<file path="config.mk">
export PLATFORM = sky130hd
export DESIGN_NAME = ubs_core
export DESIGN_NICKNAME = d
export VERILOG_FILES = /design/src/logic/ubs_pkg.sv /design/src/logic/ubs_core.sv /design/src/logic/ubs_fifo.sv
export SDC_FILE = /design/constraint.sdc
export NUM_CORES = 1
export LEC_CHECK = 0
export BUFFER_PORTS_ARGS = -buffer_cell sky130_fd_sc_hd__buf_2
export CORE_ASPECT_RATIO = 1.4
export CORE_MARGIN = 10
export CORE_UTILIZATION = 40
export CTS_CLUSTER_DIAMETER = 40
export CTS_CLUSTER_SIZE = 14
export DETAILED_ROUTE_END_ITERATION = 10
export PLACE_DENSITY = 0.59
export SYNTH_ARGS = -nofsm -noshare
export SYNTH_HDL_FRONTEND = slang
export SYNTH_SLANG_ARGS = --single-unit
</file>
<file path="constraint.sdc">
create_clock -name mclk -period 10.05 [get_ports mclk]
set_clock_uncertainty 0.15 [all_clocks]
set_input_delay 1.5075 -clock mclk [delete_from_list [all_inputs] [get_ports mclk]]
set_output_delay 1.5075 -clock mclk [all_outputs]
set_load 0.02 [all_outputs]
</file>
<file path="src/logic/ubs_pkg.sv">
// Constants shared by the USB bus-state and isochronous OUT block
package ubs_pkg;
	// Register window: byte addresses in the data space
	localparam logic [15:0] UBS_WIN_BASE = 16'hDE00;
	localparam logic [15:0] UBS_WIN_LAST = 16'hDE3F;
	localparam logic [15:0] UBS_RSVD_FIRST = 16'hDE2C;
	localparam logic [5:0] UBS_OFF_FADDR = 6'h00;
	localparam logic [5:0] UBS_OFF_POWER = 6'h01;
	localparam logic [5:0] UBS_OFF_CIF = 6'h06;
	localparam logic [5:0] UBS_OFF_CIE = 6'h0B;
	localparam logic [5:0] UBS_OFF_INDEX = 6'h0E;
	localparam logic [5:0] UBS_OFF_CSO = 6'h11;
	localparam logic [5:0] UBS_OFF_ORDER = 6'h20;
	localparam logic [5:0] UBS_OFF_FIFO = 6'h21;
	// Field positions
	localparam int UBS_ADDR_UPD_BIT = 7;
	localparam int UBS_POW_ISO_WAIT = 7;
	localparam int UBS_POW_RST = 3;
	localparam int UBS_POW_RESUME = 2;
	localparam int UBS_POW_SUSP = 1;
	localparam int UBS_POW_SUSP_EN = 0;
	localparam int UBS_CIF_SOF = 3;
	localparam int UBS_CIF_RST = 2;
	localparam int UBS_CIF_RESUME = 1;
	localparam int UBS_CIF_SUSP = 0;
	localparam int UBS_CSO_DATA_ERR = 3;
	localparam int UBS_CSO_OVERRUN = 2;
	localparam int UBS_ORD_RD = 0;
	localparam int UBS_ORD_WR = 1;
	// Reset values and endpoint count
	localparam logic [7:0] UBS_CIE_RESET = 8'h06;
	localparam logic [7:0] UBS_ZERO8 = 8'h00;
	localparam logic [3:0] UBS_EP_COUNT = 4'h5;
	// Timing: idle time before sleep
	localparam int UBS_CLK_MHZ = 125;
	localparam int UBS_IDLE_US = 3000;
	localparam int UBS_IDLE_CYC = UBS_IDLE_US * UBS_CLK_MHZ;
	// FIFO
	localparam int UBS_FIFO_W = 8;
	localparam int UBS_FIFO_D = 4;
	// Link line states seen by this block
	typedef enum logic [1:0] {
		UBS_LINE_IDLE = 2'b00,
		UBS_LINE_ACTIVE = 2'b01,
		UBS_LINE_RESET = 2'b10
	} ubs_line_t;
endpackage

</file>
<file path="src/logic/ubs_core.sv">
// USB bus state, reset, sleep/wake and isochronous OUT reception
`timescale 1ns/1ps
`default_nettype none
module ubs_core
	import ubs_pkg::*;
#(
	parameter int IDLE_CYCLES = UBS_IDLE_CYC
) (
	input wire logic mclk,
	input wire logic rst,
	input wire logic deep_power_mode,
	input wire logic [15:0] reg_addr,
	input wire logic reg_wr,
	input wire logic reg_rd,
	input wire logic [15:0] reg_wdata,
	input wire logic reg_word,
	output logic [15:0] reg_rdata,
	input wire logic [1:0] line_state,
	input wire logic xfer_done,
	input wire logic rx_valid,
	output logic rx_ready,
	input wire logic [7:0] rx_data,
	input wire logic rx_pkt_start,
	input wire logic rx_pkt_end,
	input wire logic rx_bit_error,
	input wire logic rx_buf_free,
	output logic [6:0] match_addr,
	output logic drive_resume,
	output logic cpu_usb_irq_flag,
	input wire logic cpu_usb_irq_enable,
	output logic irq_req,
	output logic wake_req,
	output logic dma_trigger
);
	// Line state from the pins, two flops
	logic [1:0] line_s1_q, line_s2_q;
	always_ff @(posedge mclk or posedge rst) begin
		if (rst) begin
			line_s1_q <= UBS_LINE_IDLE;
			line_s2_q <= UBS_LINE_IDLE;
		end else begin
			line_s1_q <= line_state;
			line_s2_q <= line_s1_q;
		end
	end
	// Controller reset also on deep power mode
	wire ctl_rst = rst || deep_power_mode;
	wire line_reset = (line_s2_q == UBS_LINE_RESET);
	wire line_active = (line_s2_q == UBS_LINE_ACTIVE);
	wire line_idle = (line_s2_q == UBS_LINE_IDLE);
	logic line_reset_q;
	always_ff @(posedge mclk or posedge ctl_rst) begin
		if (ctl_rst)
			line_reset_q <= 1'b0;
		else
			line_reset_q <= line_reset;
	end
	wire bus_reset = line_reset && !line_reset_q;

	// Register decode
	wire in_win = (reg_addr >= UBS_WIN_BASE) && (reg_addr <= UBS_WIN_LAST);
	wire in_rsvd = (reg_addr >= UBS_RSVD_FIRST);
	wire [5:0] off = reg_addr[5:0];
	wire hit = in_win && !in_rsvd;

	// Live register at one offset; reserved and outside addresses never match
	function automatic logic at_off(
		input logic [15:0] a,
		input logic [5:0] o
	);
		logic live;
		live = (a >= UBS_WIN_BASE) && (a < UBS_RSVD_FIRST);
		return live && (a[5:0] == o);
	endfunction

	// Any flag whose enable is set
	function automatic logic any_enabled(
		input logic [3:0] f,
		input logic [7:0] en
	);
		return |(f & en[3:0]);
	endfunction

	wire wr_faddr = reg_wr && at_off(reg_addr, UBS_OFF_FADDR);
	wire wr_pow = reg_wr && at_off(reg_addr, UBS_OFF_POWER);
	wire wr_cie = reg_wr && at_off(reg_addr, UBS_OFF_CIE);
	wire wr_idx = reg_wr && at_off(reg_addr, UBS_OFF_INDEX);
	wire wr_cso = reg_wr && at_off(reg_addr, UBS_OFF_CSO);
	wire wr_ord = reg_wr && at_off(reg_addr, UBS_OFF_ORDER);
	wire rd_cif = reg_rd && at_off(reg_addr, UBS_OFF_CIF);
	wire rd_fifo = reg_rd && at_off(reg_addr, UBS_OFF_FIFO);

	// Function address and update bit
	logic [6:0] faddr_q, eff_addr_q;
	logic upd_q;
	always_ff @(posedge mclk or posedge ctl_rst) begin
		if (ctl_rst) begin
			faddr_q <= '0;
			eff_addr_q <= '0;
			upd_q <= 1'b0;
		end else if (bus_reset) begin
			faddr_q <= '0;
			eff_addr_q <= '0;
			upd_q <= 1'b0;
		end else if (wr_faddr) begin
			faddr_q <= reg_wdata[6:0];
			upd_q <= 1'b1;
		end else if (upd_q && xfer_done) begin
			eff_addr_q <= faddr_q;
			upd_q <= 1'b0;
		end
	end
	assign match_addr = eff_addr_q;

	// Endpoint select
	logic [3:0] ep_sel_q;
	always_ff @(posedge mclk or posedge ctl_rst) begin
		if (ctl_rst)
			ep_sel_q <= '0;
		else if (bus_reset)
			ep_sel_q <= '0;
		else if (wr_idx && reg_wdata[3:0] <= UBS_EP_COUNT)
			ep_sel_q <= reg_wdata[3:0];
	end

	// Power control
	logic iso_wait_q, resume_q, susp_en_q, sleeping_q;
	wire resume_rise = wr_pow && reg_wdata[UBS_POW_RESUME] && !resume_q;
	always_ff @(posedge mclk or posedge ctl_rst) begin
		if (ctl_rst) begin
			iso_wait_q <= 1'b0;
			resume_q <= 1'b0;
			susp_en_q <= 1'b0;
		end else if (wr_pow) begin
			iso_wait_q <= reg_wdata[UBS_POW_ISO_WAIT];
			resume_q <= reg_wdata[UBS_POW_RESUME];
			susp_en_q <= reg_wdata[UBS_POW_SUSP_EN];
		end
	end
	assign drive_resume = resume_q;

	// Idle counter for sleep entry
	localparam int CW = $clog2(IDLE_CYCLES + 1);
	logic [CW-1:0] idle_cnt_q;
	wire idle_done = (idle_cnt_q == CW'(IDLE_CYCLES - 1));
	always_ff @(posedge mclk or posedge ctl_rst) begin
		if (ctl_rst)
			idle_cnt_q <= '0;
		else if (!line_idle || !susp_en_q || sleeping_q)
			idle_cnt_q <= '0;
		else if (!idle_done)
			idle_cnt_q <= CW'(idle_cnt_q + 1'b1);
	end
	wire enter_sleep = susp_en_q && line_idle && idle_done && !sleeping_q;
	wire wake_event = sleeping_q && line_active;
	wire reset_wake = sleeping_q && bus_reset;
	always_ff @(posedge mclk or posedge ctl_rst) begin
		if (ctl_rst)
			sleeping_q <= 1'b0;
		else if (enter_sleep)
			sleeping_q <= 1'b1;
		else if (rd_cif || resume_rise || wake_event || reset_wake)
			sleeping_q <= 1'b0;
	end

	// Common interrupt enables
	logic [7:0] cie_q;
	always_ff @(posedge mclk or posedge ctl_rst) begin
		if (ctl_rst)
			cie_q <= UBS_CIE_RESET;
		else if (bus_reset)
			cie_q <= UBS_CIE_RESET;
		else if (wr_cie)
			cie_q <= reg_wdata[7:0];
	end

	// Common flags, clear on read, set wins
	logic [3:0] cif_q, cif_set;
	always_comb begin
		cif_set = '0;
		cif_set[UBS_CIF_RST] = bus_reset;
		cif_set[UBS_CIF_RESUME] = wake_event;
		cif_set[UBS_CIF_SUSP] = enter_sleep;
	end
	always_ff @(posedge mclk or posedge ctl_rst) begin
		if (ctl_rst)
			cif_q <= '0;
		else
			cif_q <= cif_set | (rd_cif ? 4'h0 : cif_q);
	end
	wire cpu_set = any_enabled(cif_set, cie_q);
	wire cpu_keep = any_enabled(cif_q, cie_q);

	// CPU USB flag and interrupt request
	logic cpu_flag_q;
	always_ff @(posedge mclk or posedge ctl_rst) begin
		if (ctl_rst)
			cpu_flag_q <= 1'b0;
		else if (cpu_set)
			cpu_flag_q <= 1'b1;
		else if (!cpu_keep)
			cpu_flag_q <= 1'b0;
	end
	assign cpu_usb_irq_flag = cpu_flag_q;
	assign irq_req = cpu_flag_q && cpu_usb_irq_enable;
	assign wake_req = (wake_event && cie_q[UBS_CIF_RESUME]) || reset_wake;
	assign dma_trigger = 1'b0;

	// Iso OUT reception
	logic pkt_q, drop_q, cso_ovr_q, cso_err_q, err_acc_q;
	logic [7:0] cso_other_q;
	always_ff @(posedge mclk or posedge ctl_rst) begin
		if (ctl_rst) begin
			pkt_q <= 1'b0;
			drop_q <= 1'b0;
			err_acc_q <= 1'b0;
		end else if (bus_reset) begin
			pkt_q <= 1'b0;
			drop_q <= 1'b0;
			err_acc_q <= 1'b0;
		end else if (rx_pkt_start) begin
			pkt_q <= 1'b1;
			drop_q <= !rx_buf_free;
			err_acc_q <= 1'b0;
		end else if (rx_pkt_end) begin
			pkt_q <= 1'b0;
			err_acc_q <= 1'b0;
		end else if (rx_bit_error) begin
			err_acc_q <= 1'b1;
		end
	end
	wire set_ovr = rx_pkt_start && !rx_buf_free;
	wire set_err = rx_pkt_end && (err_acc_q || rx_bit_error) && !drop_q;
	wire clr_cso = bus_reset;
	// Firmware clears a status bit by writing zero to it
	wire ovr_wclr = wr_cso && !reg_wdata[UBS_CSO_OVERRUN];
	wire err_wclr = wr_cso && !reg_wdata[UBS_CSO_DATA_ERR];
	always_ff @(posedge mclk or posedge ctl_rst) begin
		if (ctl_rst) begin
			cso_ovr_q <= 1'b0;
			cso_err_q <= 1'b0;
			cso_other_q <= '0;
		end else begin
			// Set wins over any clear in the same cycle
			if (set_ovr)
				cso_ovr_q <= 1'b1;
			else if (clr_cso || ovr_wclr)
				cso_ovr_q <= 1'b0;
			if (set_err)
				cso_err_q <= 1'b1;
			else if (clr_cso || err_wclr)
				cso_err_q <= 1'b0;
			if (clr_cso)
				cso_other_q <= UBS_ZERO8;
			else if (wr_cso)
				cso_other_q <= reg_wdata[7:0];
		end
	end
	wire [7:0] cso_view = {cso_other_q[7:4], cso_err_q, cso_ovr_q, cso_other_q[1:0]};

	// Endpoint FIFO, flushed by bus reset
	logic [7:0] fifo_out;
	logic fifo_ovalid;
	logic [2:0] fifo_lvl;
	wire accept = rx_valid && pkt_q && !drop_q;
	wire fifo_iready;
	assign rx_ready = fifo_iready || drop_q || !pkt_q;
	wire word_rd = rd_fifo && reg_word;
	wire fifo_pop = rd_fifo && fifo_ovalid;
	ubs_fifo #(.W(UBS_FIFO_W), .D(UBS_FIFO_D)) u_fifo (
		.mclk(mclk),
		.rst(ctl_rst),
		.flush(bus_reset),
		.in_valid(accept),
		.in_ready(fifo_iready),
		.in_data(rx_data),
		.out_valid(fifo_ovalid),
		.out_ready(rd_fifo),
		.out_data(fifo_out),
		.level(fifo_lvl)
	);

	// Word assembly: first byte popped, second byte on next pop
	logic [7:0] first_q;
	logic half_q;
	always_ff @(posedge mclk or posedge ctl_rst) begin
		if (ctl_rst) begin
			first_q <= '0;
			half_q <= 1'b0;
		end else if (bus_reset) begin
			half_q <= 1'b0;
		end else if (fifo_pop && word_rd) begin
			first_q <= fifo_out;
			half_q <= !half_q;
		end
	end

	// Byte order
	logic rd_big_q, wr_big_q;
	always_ff @(posedge mclk or posedge ctl_rst) begin
		if (ctl_rst) begin
			rd_big_q <= 1'b0;
			wr_big_q <= 1'b0;
		end else if (wr_ord) begin
			rd_big_q <= reg_wdata[UBS_ORD_RD];
			wr_big_q <= reg_wdata[UBS_ORD_WR];
		end
	end
	// Big endian puts the first FIFO byte in the high half
	wire [15:0] word_le = {fifo_out, first_q};
	wire [15:0] word_be = {first_q, fifo_out};
	wire [15:0] word_val = rd_big_q ? word_be : word_le;

	// Read data mux
	wire [7:0] pow_view = {iso_wait_q, 3'b000, line_reset, resume_q, sleeping_q, susp_en_q};
	logic [15:0] rd_d, rdata_q;
	always_comb begin
		rd_d = '0;
		if (hit) begin
			unique case (off)
				UBS_OFF_FADDR: rd_d = {8'h00, upd_q, faddr_q};
				UBS_OFF_POWER: rd_d = {8'h00, pow_view};
				UBS_OFF_CIF: rd_d = {12'h000, cif_q};
				UBS_OFF_CIE: rd_d = {8'h00, cie_q};
				UBS_OFF_INDEX: rd_d = {12'h000, ep_sel_q};
				UBS_OFF_CSO: rd_d = {8'h00, cso_view};
				UBS_OFF_ORDER: rd_d = {14'h0000, wr_big_q, rd_big_q};
				UBS_OFF_FIFO: rd_d = (word_rd && half_q) ? word_val : {8'h00, fifo_out};
				default: rd_d = '0;
			endcase
		end
	end
	always_ff @(posedge mclk or posedge ctl_rst) begin
		if (ctl_rst)
			rdata_q <= '0;
		else if (reg_rd)
			rdata_q <= rd_d;
	end
	assign reg_rdata = rdata_q;
endmodule
`default_nettype wire

</file>
<file path="src/logic/ubs_fifo.sv">
// Small valid/ready FIFO for isochronous OUT data
`timescale 1ns/1ps
`default_nettype none
module ubs_fifo #(
	parameter int W = 8,
	parameter int D = 4
) (
	input wire logic mclk,
	input wire logic rst,
	input wire logic flush,
	input wire logic in_valid,
	output logic in_ready,
	input wire logic [W-1:0] in_data,
	output logic out_valid,
	input wire logic out_ready,
	output logic [W-1:0] out_data,
	output logic [$clog2(D):0] level
);
	localparam int AW = $clog2(D);
	logic [W-1:0] mem_q [D];
	logic [AW-1:0] wp_q, rp_q;
	logic [AW:0] cnt_q;
	wire push = in_valid && in_ready;
	wire pop = out_valid && out_ready;
	assign in_ready = (cnt_q != (AW+1)'(D));
	assign out_valid = (cnt_q != '0);
	assign out_data = mem_q[rp_q];
	assign level = cnt_q;
	always_ff @(posedge mclk) begin
		if (push)
			mem_q[wp_q] <= in_data;
	end
	always_ff @(posedge mclk or posedge rst) begin
		if (rst) begin
			wp_q <= '0;
			rp_q <= '0;
			cnt_q <= '0;
		end else if (flush) begin
			wp_q <= '0;
			rp_q <= '0;
			cnt_q <= '0;
		end else begin
			if (push)
				wp_q <= AW'(wp_q + 1'b1);
			if (pop)
				rp_q <= AW'(rp_q + 1'b1);
			cnt_q <= (AW+1)'(cnt_q + push - pop);
		end
	end
endmodule
`default_nettype wire

</file>
# Yosys cells after proc, flatten, opt, wreduce, memory -nomap -nowiden
# Memories as Yosys holds them, arrays and structs flattened.
# Index checks and enable logic that the tools add are counted.
[totals]
reg_bits = 107
mem_bits_rw = 32
inputBits = 55
out_inout_bits = 29
word_cells = 194
memories = 1
[mem_list]
columns = ["name", "depth", "width", "rd", "rd_clocked_by_memory_dff", "wr", "line_no", "text"]
rows = [
  ["u_fifo.mem_q", 4, 8, 1, 0, 1, "ubs_fifo.sv:20", "logic [W-1:0] mem_q [D];"],
]
[classes]
addsub = 5
n_lt_le_gt_ge = 5
n_eq_ne = 14
n_mux = 47
bitwise = 4
reduce_logical = 89
[ops]
columns = ["operator", "count"]
rows = [
  ["16-bit case mux with 8 select lines", 1],
  ["16-bit 2-to-1 mux", 3],
  ["1-bit logical AND", 43],
  ["19-bit 2-to-1 mux", 2],
  ["7-bit 2-to-1 mux", 5],
  ["16-bit greater-or-equal comparator (second input constant)", 2],
  ["8-bit 2-to-1 mux", 4],
  ["1-bit 2-to-1 mux", 24],
  ["2-bit nonzero test", 12],
  ["19-bit by 1-bit adder with 19-bit output (second input constant)", 1],
  ["19-bit equality test (second input constant)", 1],
  ["16-bit <= comparator (second input constant)", 1],
  ["16-bit < comparator (second input constant)", 1],
  ["6-bit by 4-bit equality test with 1-bit output (second input constant)", 2],
  ["6-bit equality test (second input constant)", 2],
  ["1-bit logical NOT", 12],
  ["1-bit logical OR", 12],
  ["4-bit 2-to-1 mux", 3],
  ["3-bit nonzero test", 3],
  ["2-bit 2-to-1 mux", 4],
  ["4-bit OR reduction", 2],
  ["6-bit by 1-bit equality test with 1-bit output (second input constant)", 1],
  ["6-bit by 3-bit equality test with 1-bit output (second input constant)", 1],
  ["6-bit by 5-bit equality test with 1-bit output (second input constant)", 1],
  ["other kinds (18)", 21],
]

# Depth between registers and ports, before layout
[logic_depth]
ltp_word = 11
depth_mapped = 10
mapped_depth_nobuf = 9

# Modules after synthesis
# From an unflattened synthesis, not the netlist that was laid out.
[hier_totals]
cells_unflattened = 544
area_unflattened_um2 = 6497.5
[modules_own_cells]
columns = ["mod", "n_inst", "cells_per_inst", "area_per_inst_um2", "seq_area_each_um2"]
rows = [
  ["ubs_core", 1, 455, 4858.4, 2429.8],
  ["ubs_fifo", 1, 89, 1639.1, 1136.1],
]

# Worst setup path before layout
# Ideal clock, no wire load.
[synth_path]
path_kind = "input to register"
from = "input reg_addr[2]"
to = "register u_fifo.cnt_q[1] (netlist: u_fifo.level[1])"
setup_ns = 0.119
arrival_ns = 3.566
required_ns = 9.781
slack_ns = 6.215
path_stages = 9
path_buffers = 1
cell_sequence = "buf_4 > or4b_4 > or2_4 > nor3_1 > ha_1 > inv_1 > ha_1 > fa_1 > and2_1"
[synth_between]
elab_chain_len = 7
word_cells_on_any_way = 9
classes_between = "add/sub: 1; order compare: 2; eq/ne: 1; mux: 1; reduce/logical: 4"
[synth_lines]
columns = ["item", "line_no", "text"]
rows = [
  ["start, declared", "ubs_core.sv:12", "input wire logic [15:0] reg_addr,"],
  ["16-bit greater-or-equal comparator or 16-bit < comparator (tied branches)", "ubs_core.sv:72", "live = (a >= UBS_WIN_BASE) && (a < UBS_RSVD_FIRST);"],
  ["1-bit logical AND", "ubs_core.sv:72", ""],
  ["1-bit logical AND (*)", "ubs_core.sv:73", "return live && (a[5:0] == o);"],
  ["1-bit logical AND (*)", "ubs_core.sv:91", "wire rd_fifo = reg_rd && at_off(reg_addr, UBS_OFF_FIFO);"],
  ["1-bit logical AND (*)", "ubs_fifo.sv:24", "wire pop = out_valid && out_ready;"],
  ["3-bit by 1-bit subtractor with 3-bit output (*)", "ubs_fifo.sv:47", "cnt_q <= (AW+1)'(cnt_q + push - pop);"],
  ["3-bit 2-to-1 mux (*)", "ubs_fifo.sv:38", "end else if (flush) begin"],
  ["end signal, assigned", "ubs_fifo.sv:47", ""],
  ["end, declared", "ubs_fifo.sv:22", "logic [AW:0] cnt_q;"],
]
# Mark *: on every way between the ends. The rest lies on a longest branch, timed or not.
# A chain may end at the register's enable or synchronous reset.

# Final worst setup path
[layout_path]
from = "input reg_addr[3]"
to = "register u_fifo.cnt_q[1] (netlist: u_fifo.level[1])"
# Same word-level chain as after synthesis.

==> impl_metrics.prom <==
# TYPE chip_impl_metric gauge
chip_impl_metric{name="worst_case_register_to_register_setup_slack",unit="ns"} 7.51
chip_impl_metric{name="register_area",unit="mm2"} 0.00357
chip_impl_metric{name="postSynthNetCount",unit=""} 587
chip_impl_metric{name="finalSetupViolations",unit=""} 0
chip_impl_info{name="ys_dominant_reg_cell",value="dfrtp_1"} 1
chip_impl_metric{name="power.internal",unit="uW"} 999
chip_impl_metric{name="finalWirelength",unit="um"} 15700
chip_impl_metric{name="synth.avg_cell_area",unit="um2"} 12.3
chip_impl_metric{name="antenna_cells",unit=""} 0
chip_impl_metric{name="post-cts-setup-buffer-count",unit=""} 0
chip_impl_metric{name="totalNegativeSetupSlack",unit="ns"} 0
chip_impl_metric{name="post_dp_cell_area",unit="mm2"} 0.00694
chip_impl_metric{name="netSwitchingFraction",unit="%"} 24.4
chip_impl_metric{name="rows",unit=""} 54
chip_impl_info{name="setup.worst_path.start_class",value="input port"} 1
chip_impl_metric{name="grt_max_degree",unit=""} 72
chip_impl_metric{name="seq_area_frac_synth",unit="%"} 55.5
chip_impl_metric{name="total_met2_wirelength_after_detailed_routing",unit="um"} 8340
chip_impl_metric{name="cellLeakagePower",unit="nW"} 3.24
chip_impl_metric{name="cts_hold_buffers",unit=""} 0
chip_impl_metric{name="worst-endpoint-arrival",unit="ns"} 3.84
chip_impl_info{name="top_cell_type_by_total_area_after_synthesis",value="dfrtp_1"} 1
chip_impl_metric{name="drt-pass1-iter-count",unit=""} 5
chip_impl_metric{name="pwr_per_cell_area",unit="mW/mm2"} 176
chip_impl_metric{name="finalWeightedCongestion",unit=""} 0.838
chip_impl_metric{name="cts.repair.resized",unit=""} 0
chip_impl_info{name="worst_hold_path.endpoint",value="line_s2_q[1]"} 1
chip_impl_info{name="hold_class",value="register to register"} 1
chip_impl_info{name="worstReg2RegStart",value="u_fifo.level[2]"} 1
chip_impl_info{name="run_status",value="finished, final reports clean"} 1
chip_impl_metric{name="die_w",unit="um"} 127
chip_impl_metric{name="numClockSinks",unit=""} 136
chip_impl_metric{name="path_max_fanout",unit=""} 11
chip_impl_metric{name="portBuffers",unit=""} 74
chip_impl_metric{name="slew-limit-headroom",unit="%"} 36.5
chip_impl_metric{name="flow.area_growth_from_synthesis",unit="%"} 17.1
chip_impl_metric{name="multi_input_area",unit="mm2"} 0.00268
chip_impl_metric{name="htree_levels",unit=""} 4
chip_impl_metric{name="fin_crit_sh",unit="%"} 36.6
chip_impl_metric{name="route.vias.total",unit=""} 4441
chip_impl_metric{name="floorplan.initialDensity",unit="%"} 41.0
chip_impl_metric{name="layout.cell_area.non_filler",unit="mm2"} 0.00752
chip_impl_info{name="top_layer_used",value="met4"} 1
chip_impl_metric{name="maxCapViolations",unit=""} 0
chip_impl_metric{name="dpl.hpwl",unit="um"} 11500
chip_impl_metric{name="clock.fmax",unit="MHz"} 272
chip_impl_info{name="rsz0062_at_grt",value="false"} 1
chip_impl_metric{name="detail_route.vias_per_cell",unit=""} 5.52
chip_impl_metric{name="synth_warnings",unit=""} 0
chip_impl_metric{name="vdd.ir_drop.worst",unit="mV"} 0.120
chip_impl_metric{name="initial_antenna_violation_count",unit=""} 0
chip_impl_metric{name="fin_nets",unit=""} 659
chip_impl_metric{name="drt_first_iter_violations",unit=""} 343
chip_impl_metric{name="pre_cts_slack",unit="ns"} 5.92
chip_impl_metric{name="dieArea",unit="mm2"} 0.0216
chip_impl_info{name="yosys.cell_count.top_type",value="dfrtp_1"} 1
chip_impl_metric{name="combinationalPowerShare",unit="%"} 7.7
chip_impl_metric{name="fillerInstances",unit=""} 1450
chip_impl_metric{name="postSynthRegisterBits",unit=""} 136
chip_impl_metric{name="clock_path_buffers",unit=""} 2
chip_impl_metric{name="critical_path_required",unit="ns"} 10.21
chip_impl_metric{name="wire_length_on_met1",unit="um"} 6150
chip_impl_metric{name="die_height",unit="um"} 170
chip_impl_metric{name="min_path_cells",unit=""} 0
chip_impl_info{name="setup.worst_path.class",value="input port to register"} 1
chip_impl_metric{name="antenna_left",unit=""} 0
chip_impl_metric{name="setup_ws",unit="ns"} 6.37
chip_impl_metric{name="synth_cells",unit=""} 524
chip_impl_info{name="synth_common_cells",value="dfrtp_1 (102), nor2_1 (49), edfxtp_1 (32), nand2_1 (32), mux2i_1 (29)"} 1
chip_impl_metric{name="clk_latency",unit="ns"} 0.43
chip_impl_metric{name="design_power_total",unit="mW"} 1.32
chip_impl_metric{name="power.switching",unit="uW"} 323
chip_impl_metric{name="worst-slew-pin-transition",unit="ns"} 0.945
chip_impl_metric{name="wl_met3",unit="um"} 838
chip_impl_info{name="regToRegEndpoint",value="u_fifo.level[2]"} 1
chip_impl_metric{name="grt_pass1_vias",unit=""} 4882
chip_impl_metric{name="final.min_clock_period",unit="ns"} 3.68
chip_impl_metric{name="tritoncts.num_buffers",unit=""} 17
chip_impl_metric{name="core_area",unit="mm2"} 0.0157
chip_impl_metric{name="place.detailed.instances",unit=""} 773
chip_impl_metric{name="reg2regPathDepth",unit=""} 8
chip_impl_metric{name="drive_gt1_share",unit="%"} 25.5
chip_impl_metric{name="overflow",unit=""} 0
chip_impl_metric{name="sequentialPowerShare",unit="%"} 45.3
chip_impl_info{name="tritoncts",value="yes"} 1
chip_impl_metric{name="post_synth_num_cell_types",unit=""} 74
chip_impl_metric{name="fin_cells",unit=""} 805
chip_impl_metric{name="async_reset_ff_share",unit="%"} 76.5
chip_impl_metric{name="holdWs",unit="ns"} 0.201
chip_impl_info{name="category_of_the_worst_setup_path_capture_point",value="register"} 1
chip_impl_metric{name="synth_edf_count",unit=""} 32
chip_impl_metric{name="ioPinCount",unit=""} 84
chip_impl_metric{name="timing.final.max_slew_violations",unit=""} 0
chip_impl_info{name="ctsRootBufferMaster",value="clkbuf_16"} 1
chip_impl_metric{name="timing.final.hold_violations",unit=""} 0
chip_impl_info{name="worst_hold_path_startpoint",value="line_s1_q[1]"} 1
chip_impl_metric{name="drc_errors",unit=""} 0
chip_impl_metric{name="worst_setup_hold_path_clk_slew",unit="ns"} 0.06
chip_impl_metric{name="finalCoreUtilization",unit="%"} 48.0
chip_impl_metric{name="syn_area",unit="mm2"} 0.00642
chip_impl_metric{name="groute.usage.overall",unit="%"} 15.2
chip_impl_metric{name="post_drt_wl_per_cell",unit="um"} 19.5
chip_impl_info{name="yosys-top-cells-area",value="dfrtp_1 (40%), edfxtp_1 (15%), mux2i_1 (4.5%)"} 1
chip_impl_metric{name="portion_of_total_power_attributed_to_the_clock_network",unit="%"} 46.9
chip_impl_metric{name="grt_first_pass_wirelength",unit="um"} 25900
chip_impl_metric{name="synth_largest_type_area_fraction",unit="%"} 39.7
worst max-delay path, stage by stage:
cell    delay (ns)
buf_2         0.19
or4b_4        0.60
or2_4         0.30
nor3_1        0.23
ha_1          0.28
inv_1         0.05
ha_1          0.15
fa_1          0.40
and2_1        0.14
layer usage:
metal | vias up | global-route usage (%)
li1 | 2087 | -
met1 | 2207 | 16.1
met2 | 116 | 26.8
met3 | 31 | 4.91
met4 | 0 | 7.10
met5 | - | 0
layout make-up:
class | count | share of cell area, %
Inverter | 16 | 0.799
Clock buffer | 19 | 5.89
Tap cell | 196 | 3.26
Multi-Input combinational cell | 349 | 35.6
Clock inverter | 13 | 1.90
Sequential cell | 136 | 47.4
Timing Repair Buffer | 76 | 5.12
registers in the layout (all words and copies together) (netlist names), 6 cells and up:
register,count
cso_other_q,6
match_addr,7
faddr_q,7
u_fifo.mem_q,32
first_q,8
reg_rdata,16
cie_q,8
idle_cnt_q,19
logic make-up after synthesis:
family	share of synthesized area, %
buffers and inverters	2.94
and+or+nand+nor	16.4
adders and majority gates	1.68
muxes	10.3
DFF	55.5
xor gates and xnor gates	2.59
AOI/OAI and AO/OA	10.5
other	0.0584
placed cells by master (no fill, tap or decap), drive strengths merged, types with 4 or more instances in the layout:
cell type	instances
a21boi	5
a21oi	11
a22o	20
a22oi	5
a32oi	6
and2	10
and3	9
and4	5
buf	76
clkbuf	19
clkinv	5
dfrtp	102
edfxtp	32
ha	7
inv	21
mux2	16
mux2i	29
mux4	8
nand2	32
nand2b	5
nand3	18
nand4	6
nor2	50
nor3	13
nor4	4
nor4b	4
o21ai	11
o2bb2ai	9
or3	4
xnor2	9
xor2	10
power by group through the flow:
| stage | Combinational, mW | Clock [mW] | Sequential [mW] |
|---|---|---|---|
| finish | 0.102 | 0.620 | 0.599 |
| global route | 0.116 | 0.658 | 0.602 |
| CTS | 0.105 | 0.633 | 0.600 |
| detailed placement | 0.103 | 0 | 0.610 |
| global placement | 0.0992 | 0 | 0.609 |
| floorplan | 0.0685 | 0 | 0.606 |
how the worst max path moves through the flow:
| stage | slack [ns] | startpoint | end | cells past startpoint |
|---|---|---|---|---|
| 2_1_floorplan | 2.53 | rst | cie_q[0] | 1 |
| 3_3_place_gp | 5.93 | reg_addr[3] | u_fifo.level[1] | 9 |
| 3_5_place_dp | 5.92 | reg_addr[3] | u_fifo.level[1] | 9 |
| 4_1_cts | 6.32 | line_s2_q[0] | wake_req | 4 |
| 5_1_grt | 6.23 | line_s2_q[0] | wake_req | 4 |
| 6_report | 6.37 | reg_addr[3] | u_fifo.level[1] | 9 |
Note: power is estimated with default switching activity, not from simulation.
